`config.mk`:
```
export PLATFORM = sky130hd
export DESIGN_NAME = csi_core_status_irq
export DESIGN_NICKNAME = d
export VERILOG_FILES = /design/src/verilog/csi_pkg.sv /design/src/verilog/csi_core_status_irq.sv
export SDC_FILE = /design/constraint.sdc
export NUM_CORES = 1
export LEC_CHECK = 0
export BUFFER_PORTS_ARGS = -buffer_cell sky130_fd_sc_hd__buf_2
export CORE_ASPECT_RATIO = 1.2
export CORE_MARGIN = 4
export CORE_UTILIZATION = 55
export CTS_BUF_LIST = sky130_fd_sc_hd__clkbuf_4 sky130_fd_sc_hd__clkbuf_8
export CTS_CLUSTER_DIAMETER = 50
export DETAILED_ROUTE_END_ITERATION = 12
export PLACE_DENSITY = 0.85
export SYNTH_ARGS = -nofsm -noshare
export SYNTH_HDL_FRONTEND = slang
export SYNTH_SLANG_ARGS = --single-unit
```
`constraint.sdc`:
```
create_clock -name clock -period 26.9 [get_ports clock]
set_clock_uncertainty 0.15 [all_clocks]
set_input_delay 2.69 -clock clock [delete_from_list [all_inputs] [get_ports clock]]
set_output_delay 2.69 -clock clock [all_outputs]
set_load 0.02 [all_outputs]
```
`src/verilog/csi_pkg.sv`:
```
// Purpose: Shared constants and carrier types for the core status and
//          interrupt sequencing block.
// Assumes: AXI4-Lite register access, 32-bit data, word-aligned registers.
// Notes:   Register offsets are word indices; byte address is index * 4.
package csi_pkg;

  // ----------------------------------------------------------------
  // Register map (word indices)
  // ----------------------------------------------------------------
  localparam int          ADDR_W        = 12;
  localparam logic [9:0]  IDX_PTR_HIGH  = 10'h083;
  localparam logic [9:0]  IDX_STATUS_WD = 10'h0d0;
  localparam logic [9:0]  IDX_PRIMARY   = 10'h0e0;
  localparam logic [9:0]  IDX_SECONDARY = 10'h0f0;
  localparam logic [9:0]  IDX_IRQ_EN    = 10'h100;
  localparam logic [9:0]  IDX_IRQ_PRIO  = 10'h101;
  localparam logic [9:0]  IDX_IRQ_PEND  = 10'h102;
  localparam logic [9:0]  IDX_IRQ_STAT  = 10'h103;

  // Status word bit positions, and the global enable bit of the interrupt enable word
  localparam int BIT_CARRY  = 7;
  localparam int BIT_HALF   = 6;
  localparam int BIT_USER0  = 5;
  localparam int BIT_BANK_H = 4;
  localparam int BIT_BANK_L = 3;
  localparam int BIT_RANGE  = 2;
  localparam int BIT_USER1  = 1;
  localparam int BIT_PARITY = 0;
  localparam int BIT_GLOBAL = 31;

  // Reset values and sources
  localparam logic [7:0]  RST_BYTE      = 8'h00;
  localparam int          NUM_SRC       = 20;
  localparam logic [19:0] RST_SRC       = 20'h00000;
  localparam logic [15:0] VEC_BASE      = 16'h0003;
  localparam logic [15:0] VEC_STEP      = 16'h0008;
  localparam logic [4:0]  BANK_SIZE_LOG = 5'h03;
  localparam logic [1:0]  RESP_OKAY     = 2'h0;
  localparam logic [1:0]  RESP_SLVERR   = 2'h2;

  // Arithmetic operations requested by the sequencer
  typedef enum logic [2:0] {
    OP_ADD, OP_ADDC, OP_SUBB, OP_MUL, OP_DIV
  } csi_alu_op_t;

  typedef struct packed {
    logic        valid;
    csi_alu_op_t op;
    logic [7:0]  operand;
  } csi_alu_req_t;

  // Sequencer status toward the interrupt logic
  typedef struct packed {
    logic instrDone;    // Pulse: current instruction completes
    logic nextSingle;   // Level: following instruction is single-cycle
    logic retiDone;     // Pulse: return-from-handler completes
    logic globalClear;  // Pulse: instruction clears the global enable
  } csi_seq_t;

  typedef struct packed {
    logic        awvalid;
    logic [11:0] awaddr;
    logic        wvalid;
    logic [31:0] wdata;
    logic [3:0]  wstrb;
    logic        bready;
    logic        arvalid;
    logic [11:0] araddr;
    logic        rready;
  } csi_axi_req_t;

  typedef struct packed {
    logic        awready;
    logic        wready;
    logic        bvalid;
    logic [1:0]  bresp;
    logic        arready;
    logic        rvalid;
    logic [31:0] rdata;
    logic [1:0]  rresp;
  } csi_axi_rsp_t;

endpackage : csi_pkg

```
`src/verilog/csi_core_status_irq.sv`:
```
// Purpose: Core status byte, operand registers and interrupt sequencing.
// Assumes: One 40 MHz clock; sequencer strobes are on the same clock.
// Notes:   Operation
`timescale 1ns/100ps

module csi_core_status_irq
  import csi_pkg::*;
#(
  parameter logic [19:0] HW_CLEAR_MASK = 20'h0000f  // Auto-cleared sources
) (
  // Clock and reset
  input  wire logic         clock,
  input  wire logic         sys_rst,
  // Register bus
  input  wire csi_axi_req_t axiReq,
  output csi_axi_rsp_t      axiRsp,
  // Sequencer and arithmetic unit
  input  wire csi_seq_t     seq,
  input  wire csi_alu_req_t aluReq,
  input  wire logic [7:0]   pointerLowByte,
  // Peripheral event pulses
  input  wire logic [19:0]  srcEvent,
  // Core status outputs
  output logic [15:0]       dataPointer16,
  output logic [4:0]        bankBase,
  output logic [7:0]        primaryOperand,
  output logic [7:0]        secondaryOperand,
  // Vector request toward the sequencer
  output logic              vectorCall,
  output logic [15:0]       vectorAddr,
  output logic [4:0]        vectorSrc
);

  // ----------------------------------------------------------------
  // Storage
  // ----------------------------------------------------------------
  logic [7:0]  ptrHigh_q, psw_q, acc_q, sec_q;
  logic [7:0]  psw_d, acc_d, sec_d;
  logic [19:0] enable_q, prio_q, pend_q, pend_d;
  logic        global_q, globalLate_q, skipOne_q;
  logic        actLow_q, actHigh_q;
  logic [15:0] vecAddr_q;
  logic [4:0]  vecSrc_q;
  logic        vecCall_q;

  // Bus channel state
  logic        awHeld_q, wHeld_q, bValid_q, rValid_q;
  logic [9:0]  wIdx_q;
  logic [31:0] wData_q, rData_q;
  logic [3:0]  wStrb_q;
  logic [1:0]  bResp_q, rResp_q;
  logic        wrFire;
  logic [31:0] rdMux;
  logic        rdHit;

  // ----------------------------------------------------------------
  // AXI4-Lite slave
  // ----------------------------------------------------------------
  // Address and data may arrive in either order; each is held until
  // both are present, and a new write waits for the response to drain.
  assign axiRsp.awready = !awHeld_q && !bValid_q;
  assign axiRsp.wready  = !wHeld_q && !bValid_q;
  assign axiRsp.bvalid  = bValid_q;
  assign axiRsp.bresp   = bResp_q;
  assign axiRsp.arready = !rValid_q;
  assign axiRsp.rvalid  = rValid_q;
  assign axiRsp.rdata   = rData_q;
  assign axiRsp.rresp   = rResp_q;
  assign wrFire         = awHeld_q && wHeld_q;

  // Write address and data capture
  always_ff @(posedge clock or posedge sys_rst) begin
    if (sys_rst) begin
      awHeld_q <= 1'b0;
      wHeld_q  <= 1'b0;
      wIdx_q   <= 10'h000;
      wData_q  <= 32'h00000000;
      wStrb_q  <= 4'h0;
    end else begin
      if (axiReq.awvalid && axiRsp.awready) begin
        awHeld_q <= 1'b1;
        wIdx_q   <= axiReq.awaddr[ADDR_W-1:2];
      end else if (wrFire) begin
        awHeld_q <= 1'b0;
      end
      if (axiReq.wvalid && axiRsp.wready) begin
        wHeld_q <= 1'b1;
        wData_q <= axiReq.wdata;
        wStrb_q <= axiReq.wstrb;
      end else if (wrFire) begin
        wHeld_q <= 1'b0;
      end
    end
  end

  // Write response; unmapped indices answer with a slave error
  always_ff @(posedge clock or posedge sys_rst) begin
    if (sys_rst) begin
      bValid_q <= 1'b0;
      bResp_q  <= RESP_OKAY;
    end else if (wrFire) begin
      bValid_q <= 1'b1;
      bResp_q  <= (wIdx_q == IDX_PTR_HIGH || wIdx_q == IDX_STATUS_WD ||
                   wIdx_q == IDX_PRIMARY  || wIdx_q == IDX_SECONDARY ||
                   wIdx_q == IDX_IRQ_EN   || wIdx_q == IDX_IRQ_PRIO  ||
                   wIdx_q == IDX_IRQ_PEND) ? RESP_OKAY : RESP_SLVERR;
    end else if (axiReq.bready) begin
      bValid_q <= 1'b0;
    end
  end

  // Apply byte strobes to a 32-bit register image
  function automatic logic [31:0] csi_merge(input logic [31:0] old,
                                            input logic [31:0] val,
                                            input logic [3:0]  strb);
    logic [31:0] res;
    res = old;
    for (int i = 0; i < 4; i++) begin
      if (strb[i]) begin
        res[i*8 +: 8] = val[i*8 +: 8];
      end
    end
    return res;
  endfunction : csi_merge

  // Strobe-merged images of the 20-bit interrupt registers
  logic [31:0] enMerge, prMerge, pdMerge;
  assign enMerge = csi_merge({12'h000, enable_q}, wData_q, wStrb_q);
  assign prMerge = csi_merge({12'h000, prio_q}, wData_q, wStrb_q);
  assign pdMerge = csi_merge({12'h000, pend_q}, wData_q, wStrb_q);

  // Read data selection
  always_comb begin
    rdMux = 32'h00000000;
    rdHit = 1'b1;
    case (axiReq.araddr[ADDR_W-1:2])
      IDX_PTR_HIGH:  rdMux[7:0]  = ptrHigh_q;
      IDX_STATUS_WD: rdMux[7:0]  = {psw_q[7:1], ^acc_q};
      IDX_PRIMARY:   rdMux[7:0]  = acc_q;
      IDX_SECONDARY: rdMux[7:0]  = sec_q;
      IDX_IRQ_EN:    rdMux       = {global_q, 11'h000, enable_q};
      IDX_IRQ_PRIO:  rdMux[19:0] = prio_q;
      IDX_IRQ_PEND:  rdMux[19:0] = pend_q;
      IDX_IRQ_STAT:  rdMux[6:0]  = {actHigh_q, actLow_q, vecSrc_q};
      default:       rdHit       = 1'b0;
    endcase
  end

  // Read response, one cycle after the address is taken
  always_ff @(posedge clock or posedge sys_rst) begin
    if (sys_rst) begin
      rValid_q <= 1'b0;
      rData_q  <= 32'h00000000;
      rResp_q  <= RESP_OKAY;
    end else if (axiReq.arvalid && !rValid_q) begin
      rValid_q <= 1'b1;
      rData_q  <= rdMux;
      rResp_q  <= rdHit ? RESP_OKAY : RESP_SLVERR;
    end else if (axiReq.rready) begin
      rValid_q <= 1'b0;
    end
  end

  // ----------------------------------------------------------------
  // Arithmetic flags and operand registers
  // ----------------------------------------------------------------
  // Next values of status and operands; a bus write in the same cycle
  // lands after the arithmetic update, so software has the last word.
  always_comb begin
    logic [8:0]  wide;
    logic [4:0]  nib;
    logic [15:0] prod;
    logic        cin;
    wide  = 9'h000;
    nib   = 5'h00;
    prod  = 16'h0000;
    cin   = (aluReq.op == OP_ADD) ? 1'b0 : psw_q[BIT_CARRY];
    psw_d = psw_q;
    acc_d = acc_q;
    sec_d = sec_q;
    if (aluReq.valid) begin
      case (aluReq.op)
        OP_ADD, OP_ADDC: begin
          wide = {1'b0, acc_q} + {1'b0, aluReq.operand} + {8'h00, cin};
          nib  = {1'b0, acc_q[3:0]} + {1'b0, aluReq.operand[3:0]} +
                 {4'h0, cin};
          acc_d = wide[7:0];
          psw_d[BIT_CARRY] = wide[8];
          psw_d[BIT_HALF]  = nib[4];
          psw_d[BIT_RANGE] = (acc_q[7] == aluReq.operand[7]) &&
                             (wide[7] != acc_q[7]);
        end
        OP_SUBB: begin
          wide = {1'b0, acc_q} - {1'b0, aluReq.operand} - {8'h00, cin};
          nib  = {1'b0, acc_q[3:0]} - {1'b0, aluReq.operand[3:0]} -
                 {4'h0, cin};
          acc_d = wide[7:0];
          psw_d[BIT_CARRY] = wide[8];
          psw_d[BIT_HALF]  = nib[4];
          psw_d[BIT_RANGE] = (acc_q[7] != aluReq.operand[7]) &&
                             (wide[7] != acc_q[7]);
        end
        OP_MUL: begin
          prod  = {8'h00, acc_q} * {8'h00, sec_q};
          acc_d = prod[7:0];
          sec_d = prod[15:8];
          psw_d[BIT_CARRY] = 1'b0;
          psw_d[BIT_HALF]  = 1'b0;
          psw_d[BIT_RANGE] = |prod[15:8];
        end
        OP_DIV: begin
          psw_d[BIT_CARRY] = 1'b0;
          psw_d[BIT_HALF]  = 1'b0;
          psw_d[BIT_RANGE] = (sec_q == 8'h00);
          if (sec_q != 8'h00) begin
            acc_d = acc_q / sec_q;
            sec_d = acc_q % sec_q;
          end
        end
        default: ;
      endcase
    end
    // User flags and bank bits change only by software writes
    if (wrFire && wIdx_q == IDX_STATUS_WD && wStrb_q[0]) begin
      psw_d = wData_q[7:0];
    end
    if (wrFire && wIdx_q == IDX_PRIMARY && wStrb_q[0]) begin
      acc_d = wData_q[7:0];
    end
    if (wrFire && wIdx_q == IDX_SECONDARY && wStrb_q[0]) begin
      sec_d = wData_q[7:0];
    end
  end

  // Operand and status registers
  always_ff @(posedge clock or posedge sys_rst) begin
    if (sys_rst) begin
      psw_q     <= RST_BYTE;
      acc_q     <= RST_BYTE;
      sec_q     <= RST_BYTE;
      ptrHigh_q <= RST_BYTE;
    end else begin
      psw_q <= psw_d;
      acc_q <= acc_d;
      sec_q <= sec_d;
      if (wrFire && wIdx_q == IDX_PTR_HIGH && wStrb_q[0]) begin
        ptrHigh_q <= wData_q[7:0];
      end
    end
  end

  assign dataPointer16    = {ptrHigh_q, pointerLowByte};
  assign bankBase         = {psw_q[BIT_BANK_H:BIT_BANK_L],
                             BANK_SIZE_LOG[2:0]} & 5'h18;
  assign primaryOperand   = acc_q;
  assign secondaryOperand = sec_q;

  // ----------------------------------------------------------------
  // Interrupt enables and priorities
  // ----------------------------------------------------------------
  // A global clear is remembered for one instruction so that a
  // single-cycle follower can still be interrupted.
  always_ff @(posedge clock or posedge sys_rst) begin
    if (sys_rst) begin
      enable_q     <= RST_SRC;
      prio_q       <= RST_SRC;
      global_q     <= 1'b0;
      globalLate_q <= 1'b0;
    end else begin
      if (wrFire && wIdx_q == IDX_IRQ_EN) begin
        enable_q <= enMerge[NUM_SRC-1:0];
      end
      // A write without the top strobe must not mask a sequencer clear
      if (wrFire && wIdx_q == IDX_IRQ_EN && wStrb_q[3]) begin
        global_q <= wData_q[BIT_GLOBAL];
      end else if (seq.globalClear) begin
        global_q <= 1'b0;
      end
      if (wrFire && wIdx_q == IDX_IRQ_PRIO) begin
        prio_q <= prMerge[NUM_SRC-1:0];
      end
      if (seq.globalClear) begin
        globalLate_q <= global_q;
      end else if (seq.instrDone) begin
        globalLate_q <= 1'b0;
      end
    end
  end

  // ----------------------------------------------------------------
  // Arbitration
  // ----------------------------------------------------------------
  logic        globalEff;
  logic [19:0] armed;
  logic        winFound;
  logic        winHigh;
  logic [4:0]  winIdx;

  // Late clear only counts when a single-cycle instruction follows
  assign globalEff = global_q ||
                     (globalLate_q && seq.nextSingle);
  assign armed     = pend_q & enable_q &
                     {NUM_SRC{globalEff}};

  // High level first, then lowest index; preemption limited by level
  always_comb begin
    winFound = 1'b0;
    winHigh  = 1'b0;
    winIdx   = 5'h00;
    for (int i = NUM_SRC - 1; i >= 0; i--) begin
      if (armed[i] && prio_q[i] && !actHigh_q) begin
        winFound = 1'b1;
        winHigh  = 1'b1;
        winIdx   = 5'(i);
      end
    end
    if (!winFound) begin
      for (int i = NUM_SRC - 1; i >= 0; i--) begin
        if (armed[i] && !prio_q[i] && !actHigh_q && !actLow_q) begin
          winFound = 1'b1;
          winIdx   = 5'(i);
        end
      end
    end
  end

  logic take;
  // Vector at an instruction boundary, never on the return itself nor
  // on the single instruction that must run after it.
  assign take = winFound && seq.instrDone && !seq.retiDone &&
                !skipOne_q;

  // ----------------------------------------------------------------
  // Pending flags and handler state
  // ----------------------------------------------------------------
  // Software writes replace the flags; hardware events OR in last so a
  // set arriving with a clear is never lost.
  always_comb begin
    pend_d = pend_q;
    if (wrFire && wIdx_q == IDX_IRQ_PEND) begin
      pend_d = pdMerge[NUM_SRC-1:0];
    end
    if (take) begin
      pend_d = pend_d & ~(HW_CLEAR_MASK &
               (20'h00001 << winIdx));
    end
    pend_d = pend_d | srcEvent;
  end

  always_ff @(posedge clock or posedge sys_rst) begin
    if (sys_rst) begin
      pend_q <= RST_SRC;
    end else begin
      pend_q <= pend_d;
    end
  end

  // Active handler levels; a return retires the most urgent level
  always_ff @(posedge clock or posedge sys_rst) begin
    if (sys_rst) begin
      actLow_q  <= 1'b0;
      actHigh_q <= 1'b0;
      skipOne_q <= 1'b0;
    end else begin
      if (seq.retiDone) begin
        if (actHigh_q) begin
          actHigh_q <= 1'b0;
        end else begin
          actLow_q <= 1'b0;
        end
        skipOne_q <= 1'b1;
      end else if (seq.instrDone) begin
        skipOne_q <= 1'b0;
      end
      if (take && winHigh) begin
        actHigh_q <= 1'b1;
      end else if (take) begin
        actLow_q <= 1'b1;
      end
    end
  end

  // Vector request pulse with address held until the next vector
  always_ff @(posedge clock or posedge sys_rst) begin
    if (sys_rst) begin
      vecCall_q <= 1'b0;
      vecAddr_q <= 16'h0000;
      vecSrc_q  <= 5'h00;
    end else begin
      vecCall_q <= take;
      if (take) begin
        vecSrc_q  <= winIdx;
        vecAddr_q <= VEC_BASE + VEC_STEP * {11'h000, winIdx};
      end
    end
  end

  assign vectorCall = vecCall_q;
  assign vectorAddr = vecAddr_q;
  assign vectorSrc  = vecSrc_q;

endmodule : csi_core_status_irq

```
==> flow_summary.toml, run 1 <==
[critical_path]
ff2ff_setup_slack_ns = 12.57
cp-start-kind = "register"
critPathRequiredTime_ns = 27.11
cpMostUsedCell = "ha_1"
cp-end-kind = "register"
worstPathMaxFanout = 12
cpPeakStageDelay_ns = 0.69
critPathTopFamily = "compound AO/OA/AOI/OAI gates"
crit_slowest_cell = "dfrtp_1"
cp.arrival_ns = 14.53
crit_buf_inv = 5
critical_path_class = "register to register"

[place]
dp_hpwl_mm = 30.87
io_buffer_count = 154
gp_congestion = 0.9825

[global_routing]
grt_pass1_vias = 12200
track_usage_pct = 28.66
antenna_found_initial = 1
grt_max_degree = 85
grt_pass1_wl_mm = 64.03
grt-ovfl-total = 0

[floorplanning]
num_rows = 62
ios = 211
die_h_um = 180.7
chipWidth_um = 151.9
start_util_pct = 56.50
dieArea_um2 = 27460
coreArea_um2 = 24200

[logic_synthesis]
muxShareOfSynthArea_pct = 9.141
synth_top_family_by_area = "compound AO/OA/AOI/OAI gates"
ys_seq_area_share_pct = 30.19
synth_xor_area_share_pct = 2.882
dominantRegCellSynth = "dfrtp_1"
syn_area_per_cell_um2 = 8.984
syn-cell-area_um2 = 13670
synthSimpleGateAreaFrac_pct = 16.79
synthCells = 1522
synth_top_area_share_pct = 30.19
synth_cell_types = 85
synth_edf_count = 0
synth_compound_area_share_pct = 18.96
yosys_warnings = 0
synth.area.top_cells = "dfrtp_1 (30%), ha_1 (9.3%), mux2_2 (7.7%)"
synth_seq_cells = 165
yosys.area.top_type = "dfrtp_1"
async_reset_ff_share_pct = 100.0
synth_fa_ha_area_share_pct = 15.34

[clock_tree]
cts-root-buf = "clkbuf_8"
clkSinkCount = 165
cts-htree-levels = 4
cts_resized = 0
numCtsBuffers = 17
clk_latency_ns = 0.48
cts_tree = "done"
clkTransAtPathRegs_ns = 0.09
post_cts_buffers = 0
cts_max_path_buffers = 2
postCtsHoldBufs = 0

[cells_and_area]
fin_nets = 1885
regArea_um2 = 4129
multiInputGateArea_um2 = 8723
post_route_cells_drive_above_1_share_pct = 19.04
fill_cells = 2049
syn_to_final_growth_pct = 8.930

[drt]
viasPerCell = 6.317
ant_nets = 0
wl_per_cell_um = 20.55
dr.pass1.iters = 9
wl_mm = 40.39
drc = 0
vias = 12410
drt-initial-drc-count = 1179

[sta]
maxSlewViolCount = 0
period_share_pct = 53.25
setup_violations = 0
fin_crit_ns = 14.33
maxSlewHeadroom_pct = 12.61
rsz0062_at_grt = "no"
max_freq_mhz = 69.81
tightestPinTransition_ns = 1.311
fin_tns_setup_ns = 0
hold_violations = 0

[run_status]
outcome = "finished clean"

[worst_hold_path]
worst_hold_path_type = "register to register"

[job]
drv_cap = 0
## kinds of logic (layout without fill, tap and decap cells)
logic type | count (synthesis) | count (layout)
AOI/OAI and AO/OA | 377 | 377
xor gates and xnor gates | 45 | 45
adders and majority gates | 143 | 143
buffers and inverters | 199 | 297
DFF | 165 | 165
muxes | 113 | 113
other | 1 | 26
and+or+nand+nor | 479 | 479
## layout make-up
| cell class | instances | area share, % |
|---|---|---|
| diodes | 1 | 0.01680 |
| clock buffers | 18 | 1.621 |
| clock inverters | 14 | 1.260 |
| inverters | 106 | 2.705 |
| multi-input cells | 1182 | 58.56 |
| flip-flops and latches | 165 | 27.72 |
| well taps | 320 | 2.688 |
| repair buffers | 159 | 5.426 |
## state kept, by name (all words and copies together) (netlist names), 8 cells and up
| register | flops |
|---|---|
| wData_q | 21 |
| enable_q | 20 |
| wIdx_q | 10 |
| secondaryOperand | 8 |
| primaryOperand | 8 |
| ptrHigh_q | 8 |
| prio_q | 20 |
| pend_q | 20 |
| rData_q | 21 |
## tightest hold or removal path: stages, from the launching register on
cell and delay [ns]:
dfrtp_1 0.35, nand2_1 0.05, nand2_1 0.05
## metrics by stage
step	util (%)	std cells	setup WS (ns)	area [µm²]	hold WS, ns
after floorplan	-	1546	15.20	13760	0.2949
after global routing	61.54	1965	11.58	14900	0.3552
after CTS	61.53	1964	12.97	14890	0.3304
final	61.54	1965	12.57	14900	0.3269
after detailed placement	59.76	1932	13.03	14460	0.3084
after global placement	59.76	1932	13.27	14460	0.2942
## path summary, 6_finish.rpt
kind                                            end              start  cells after the start
worst max-delay path            secondaryOperand[1]  primaryOperand[4]                     49
worst min-delay path                    rData_q[31]        rData_q[31]                      2
worst max register to register  secondaryOperand[1]  primaryOperand[4]                     49
worst min register to register          rData_q[31]        rData_q[31]                      2
max in group asynchronous                pend_q[19]            sys_rst                      3
min in group asynchronous              vectorSrc[1]            sys_rst                      2
## metal layers
layer	global-route usage (%)	share of wire, %	up-vias
met5	0	0	-
met4	11.83	4.4	0
met3	5.097	8.2	141
met2	49.09	49	635
met1	35.87	39	6026
li1	-	-	5611
## synth_stat cells (all sizes together), types with 7 or more instances
library cell and n:
a211o 21, ha 102, or3 10, o21ai 102, nor3 31, xnor2 33
nand2 138, a21oi 66, mux2 95, a211oi 15, fa 41, clkinv 9
mux2i 18, clkbuf 44, a21o 15, a221oi 10, a22oi 10, and2 12
a31oi 18, nor4 7, nor3b 7, o21bai 7, nand3b 9, o21a 14
xor2 12, dfrtp 165, buf 49, o22ai 11, nor2 137, inv 97
o211ai 14, nor2b 32, a222oi 12, o31ai 11, nand2b 18, and3 12
nand3 40
## layout by cell type, fill, tap and decap left out, types with 10 or more instances in the layout
cell type,Yosys,final
a211o_1,21,21
a211oi_1,13,13
a21o_1,14,14
a21oi_1,65,65
a222oi_1,12,12
a22oi_1,10,10
a31oi_1,17,17
and2_1,11,11
and3_1,12,12
buf_2,3,154
clkbuf_8,0,17
conb_1,1,25
dfrtp_1,165,165
fa_1,41,41
ha_1,102,102
inv_1,96,95
mux2_2,94,94
mux2i_1,18,18
nand2_1,138,138
nand2b_1,18,18
nand3_1,40,40
nor2_1,136,136
nor2b_1,32,32
nor3_1,31,31
o211ai_1,14,14
o21a_1,14,14
o21ai_0,98,98
o22ai_1,11,11
or3_1,10,10
xnor2_1,33,33
xor2_1,12,12
Power of run 1 is not shown: default switching activity piles up to over one toggle a cycle in this logic, so the estimate is an artifact.
==> run 2, diff against run 1 <==
CORE_UTILIZATION = 54   (was 55)
PLACE_DENSITY = 0.86   (was 0.85)
clock period = 12.8 ns   (was 26.9 ns; I/O delays follow)
==> run 2 against run 1 <==
Critical endpoint unchanged. Critical path depth up 1. Setup slack worse by 12 ns. Via count up 1.6%. Final area up 1.7%.
==> flow_summary.toml, run 2 (synthesis gave the netlist of run 1 again) <==
[drt]
vias = 12610
viasPerCell = 6.282
drc = 0
ant_nets = 0
wl_per_cell_um = 20.29
wl_mm = 40.73
drt-initial-drc-count = 1101
dr.pass1.iters = 8

[place]
dp_hpwl_mm = 31.31
dp_cells = 1972
io_buffer_count = 154
gp_congestion = 0.9587

[clock_tree]
post_cts_buffers = 0
clkTransAtPathRegs_ns = 0.09
clkSinkCount = 165
cts-root-buf = "clkbuf_8"
cts_max_path_buffers = 2
numCtsBuffers = 17
cts_tree = "done"
clk_latency_ns = 0.48
cts-htree-levels = 4

[sta]
setup_violations = 0
tightestPinTransition_ns = 1.281
hold_ws_ns = 0.3368
max_freq_mhz = 83.22
rsz0062_at_grt = "no"
maxSlewHeadroom_pct = 14.31
period_share_pct = 93.88
fin_crit_ns = 12.02
maxSlewViolCount = 0
hold_violations = 0
fin_tns_setup_ns = 0

[global_routing]
grt_max_degree = 98
track_usage_pct = 28.59
antenna_found_initial = 4
grt_pass1_vias = 12590
grt-ovfl-total = 0
grt_pass1_wl_mm = 64.48

[critical_path]
cp.arrival_ns = 12.22
cp-start-kind = "register"
critPathRequiredTime_ns = 13.00
ff2ff_setup_slack_ns = 0.78
worstPathMaxFanout = 7
cpMostUsedCell = "ha_1"
cp-end-kind = "register"
cpPeakStageDelay_ns = 0.40
crit_slowest_cell = "dfrtp_1"
critical_path_class = "register to register"

[cells_and_area]
final_cell_mix = "dfrtp_1 (165), buf_2 (154), nand2_1 (138), nor2_1 (135), ha_1 (102)"
syn_to_final_growth_pct = 10.82
reg_top3 = "rData_q: 21 flops, wData_q: 21 flops"
instances_no_fill = 2007
mostFrequentLayoutCell = "dfrtp_1"
fill_cells = 2071
fin_nets = 1920
post_route_cells_drive_above_1_share_pct = 21.08

[job]
drv_cap = 0

[floorplanning]
num_rows = 63
ios = 211
start_util_pct = 55.07
dieArea_um2 = 27940
coreArea_um2 = 24830
chipWidth_um = 153.3
die_h_um = 182.3

[worst_hold_path]
worst_hold_path_type = "register to register"

[run_status]
outcome = "finished clean"
## run 2: cell types whose count changed in the layout (fill, tap and decap cells not counted), sizes merged
cell	previous run	this run
inv	104	102
buf	159	194
diode	1	3
bufinv	3	1
clkinvlp	2	3
clkinv	11	12
clkbuf	18	20
## run 2: what timing repair did
| action | in CTS | in global routing |
|---|---|---|
| gates resized for setup | 0 | 8 |
| hold endpoints to repair | 0 | 0 |
| hold buffers | 0 | 0 |
| setup endpoints to repair | 0 | 9 |
## run 2: critical path, delay by kind of cell (launching register included)
kind                     cells  cell delay, ns
AO/OA/AOI/OAI               20            4.14
AND/OR/NAND/NOR             13            2.93
adder cells (fa/ha/maj)      7            1.99
multiplexers                 4            1.30
buffers and inverters        5            0.83
flip-flops                   1            0.40
XOR/XNOR                     1            0.16
## run 2: final cells by class
type	instances	area, µm²	share of cell area [%]
Timing Repair Buffer	194	1071	7.067
Inverter	106	402.9	2.659
Multi-Input combinational cell	1182	8756	57.78
Clock buffer	20	262.8	1.734
Antenna cell	3	7.507	0.04954
Tap cell	325	406.6	2.683
Sequential cell	165	4129	27.25
Clock inverter	12	118.9	0.7843
## run 2: stage by stage
| stage | util [%] | worst slack (ns) | instance area, µm² |
|---|---|---|---|
| 4_1_cts | 60.88 | 0.6079 | 15120 |
| 3_3_place_gp | 59.34 | 0.8508 | 14740 |
| 6_report | 61.03 | 0.7831 | 15150 |
| 2_1_floorplan | - | 1.098 | 13760 |
| 3_5_place_dp | 59.34 | 0.6555 | 14740 |
| 5_1_grt | 61.03 | 0.01190 | 15150 |
## run 2: routing by layer
metal	vias up	routed length (µm)	global-route usage (%)
li1	5675	-	-
met1	6118	15140	35.01
met2	670	19630	47.74
met3	142	3979	6.380
met4	2	1969	14.08
met5	-	13	0
## run 2: final timing paths
kind | from | endpoint | cells after the start
setup / recovery | secondaryOperand[5] | secondaryOperand[1] | 50
max in group asynchronous | sys_rst | rData_q[14] | 3
setup reg to reg | secondaryOperand[5] | secondaryOperand[1] | 50
hold / removal | rData_q[9] | rData_q[9] | 2
hold reg to reg | rData_q[9] | rData_q[9] | 2
min in group asynchronous | sys_rst | rData_q[0] | 2
Power of run 2 is left out for the same reason.
==> run 3, diff against run 2 <==
CELL_PAD_IN_SITES_DETAIL_PLACEMENT = 2   (was not set)
CELL_PAD_IN_SITES_GLOBAL_PLACEMENT = 2   (was not set)
CORE_UTILIZATION = 33   (was 54)
==> run 3 against run 2 <==
Via count is 1.5% higher. Setup slack worse by 0.060 ns. Final cell count is 11% higher. Non-clock buffer count rose by 6. Register-to-register slack got worse by 0.06 ns. Die area rose by 60%. First-iteration DRC count down 26%. Fmax shrank 0.50%. Sequential share of layout area down 0.74 points. Critical path type unchanged.
==> flow_summary.toml, run 3 (synthesis gave the netlist of run 1 again) <==
[worst_hold_path]
min_path_cells = 2
hold_start = "rData_q[9]"
hold_path_end = "rData_q[9]"
worst_hold_path_type = "register to register"

[floorplanning]
dieArea_um2 = 44770
chipWidth_um = 193.8
coreArea_um2 = 40840
die_h_um = 231.0
num_rows = 81
ios = 211
start_util_pct = 33.48

[drt]
drc = 0
drt-initial-drc-count = 814
dr.pass1.iters = 6
wl_mm = 54.31
wl_per_cell_um = 24.34
vias = 12790
viasPerCell = 5.733
ant_nets = 0

[clock_tree]
cts-root-buf = "clkbuf_8"
numCtsBuffers = 17
cts_tree = "done"
clkTransAtPathRegs_ns = 0.09
cts-htree-levels = 4
clk_latency_ns = 0.50
clkSinkCount = 165
cts_max_path_buffers = 2

[place]
dp_hpwl_mm = 42.18
gp_congestion = 0.9489
io_buffer_count = 154
dp_cells = 2191

[critical_path]
critical_path_class = "register to register"
cpMostUsedCell = "ha_1"
cp-startpoint = "secondaryOperand[5]"
ff2ff_setup_slack_ns = 0.72
r2r-start = "secondaryOperand[5]"
worstPathMaxFanout = 11
critPathTopFamily = "compound AO/OA/AOI/OAI gates"
reg2reg_to = "secondaryOperand[1]"
critPathRequiredTime_ns = 13.03
cpPeakStageDelay_ns = 0.67
crit_slowest_cell = "or4_1"
cp-end-kind = "register"
cp-start-kind = "register"
cp.arrival_ns = 12.31
r2r_cells = 49
crit_buf_inv = 6

[cells_and_area]
post_route_cells_drive_above_1_share_pct = 21.54
fill_cells = 4587
final_cell_mix = "dfrtp_1 (165), buf_2 (154), nand2_1 (138), nor2_1 (135), ha_1 (102)"
mostFrequentLayoutCell = "dfrtp_1"
reg_top3 = "rData_q: 21 flops, wData_q: 21 flops"
fin_nets = 1926
instances_no_fill = 2231
syn_to_final_growth_pct = 13.90

[job]
drv_cap = 0

[sta]
maxSlewViolCount = 0
period_share_pct = 94.35
setup_violations = 0
fin_crit_ns = 12.08
maxSlewHeadroom_pct = 15.00
tightestPinTransition_ns = 1.270
hold_violations = 0
max_freq_mhz = 82.80

[global_routing]
grt_pass1_vias = 14530
grt_pass1_wl_mm = 83.95
grt_max_degree = 94
grt-ovfl-total = 0
track_usage_pct = 23.61
antenna_found_initial = 8

[run_status]
outcome = "finished clean"
==> run 3: changes by cell type in the layout (fill, tap and decap cells not counted), sizes merged <==
cell | previous run | this run
inv | 102 | 98
buf | 194 | 200
clkinv | 12 | 16
clkinvlp | 3 | 0
diode | 3 | 7
bufinv | 1 | 4
==> run 3: stage by stage <==
step / setup TNS, ns / setup WS, ns / hold slack [ns] / area (µm²) / util, %
after detailed placement: 0 / 0.3370 / 0.3188 / 15050 / 36.86
after floorplan: 0 / 1.098 / 0.2949 / 13760 / -
after global placement: 0 / 0.9236 / 0.3069 / 15050 / 36.86
after CTS: 0 / 0.2652 / 0.3479 / 15500 / 37.96
final: 0 / 0.7229 / 0.3447 / 15570 / 38.13
after global routing: -0.002091 / -0.001227 / 0.3685 / 15570 / 38.13
==> run 3: worst reg2reg max path, delay by kind of cell, from the launching register on <==
family,cells,cell delay (ns)
AOI/OAI and AO/OA,22,4.67
adders and majority gates,7,2.17
buffers and inverters,6,0.94
DFF,1,0.42
muxes,3,0.97
and+or+nand+nor,11,2.64
==> run 3: what timing repair did <==
item                       4_1_cts  5_1_grt
setup endpoints to repair        0        9
hold buffers                     0        0
setup buffers                    0        1
resized for setup                0       11
==> run 3: routing by layer <==
metal / track usage, % / up-vias / part of all wire (%)
met4: 11.76 / 4 / 4.6
li1: - / 5692 / -
met3: 3.766 / 135 / 3.9
met1: 26.25 / 6611 / 39
met5: 0 / - / 0.057
met2: 43.67 / 349 / 53
==> run 3: worst max-delay path by stage <==
stage	to	cells after the start	slack, ns
after floorplan	secondaryOperand[7]	51	1.10
after global placement	secondaryOperand[7]	49	0.92
after detailed placement	secondaryOperand[7]	47	0.34
after CTS	secondaryOperand[1]	49	0.27
after global routing	secondaryOperand[1]	50	-0.001
final	secondaryOperand[1]	49	0.72
==> run 3: layout make-up <==
type / count / area (µm²) / area share [%]
diodes: 7 / 17.52 / 0.1125
clock buffers: 20 / 275.3 / 1.767
clock inverters: 12 / 175.2 / 1.125
inverters: 106 / 402.9 / 2.587
multi-input cells: 1182 / 8772 / 56.32
flip-flops and latches: 165 / 4129 / 26.51
well taps: 539 / 674.4 / 4.330
repair buffers: 200 / 1129 / 7.246
Power of run 3 is left out for the same reason.
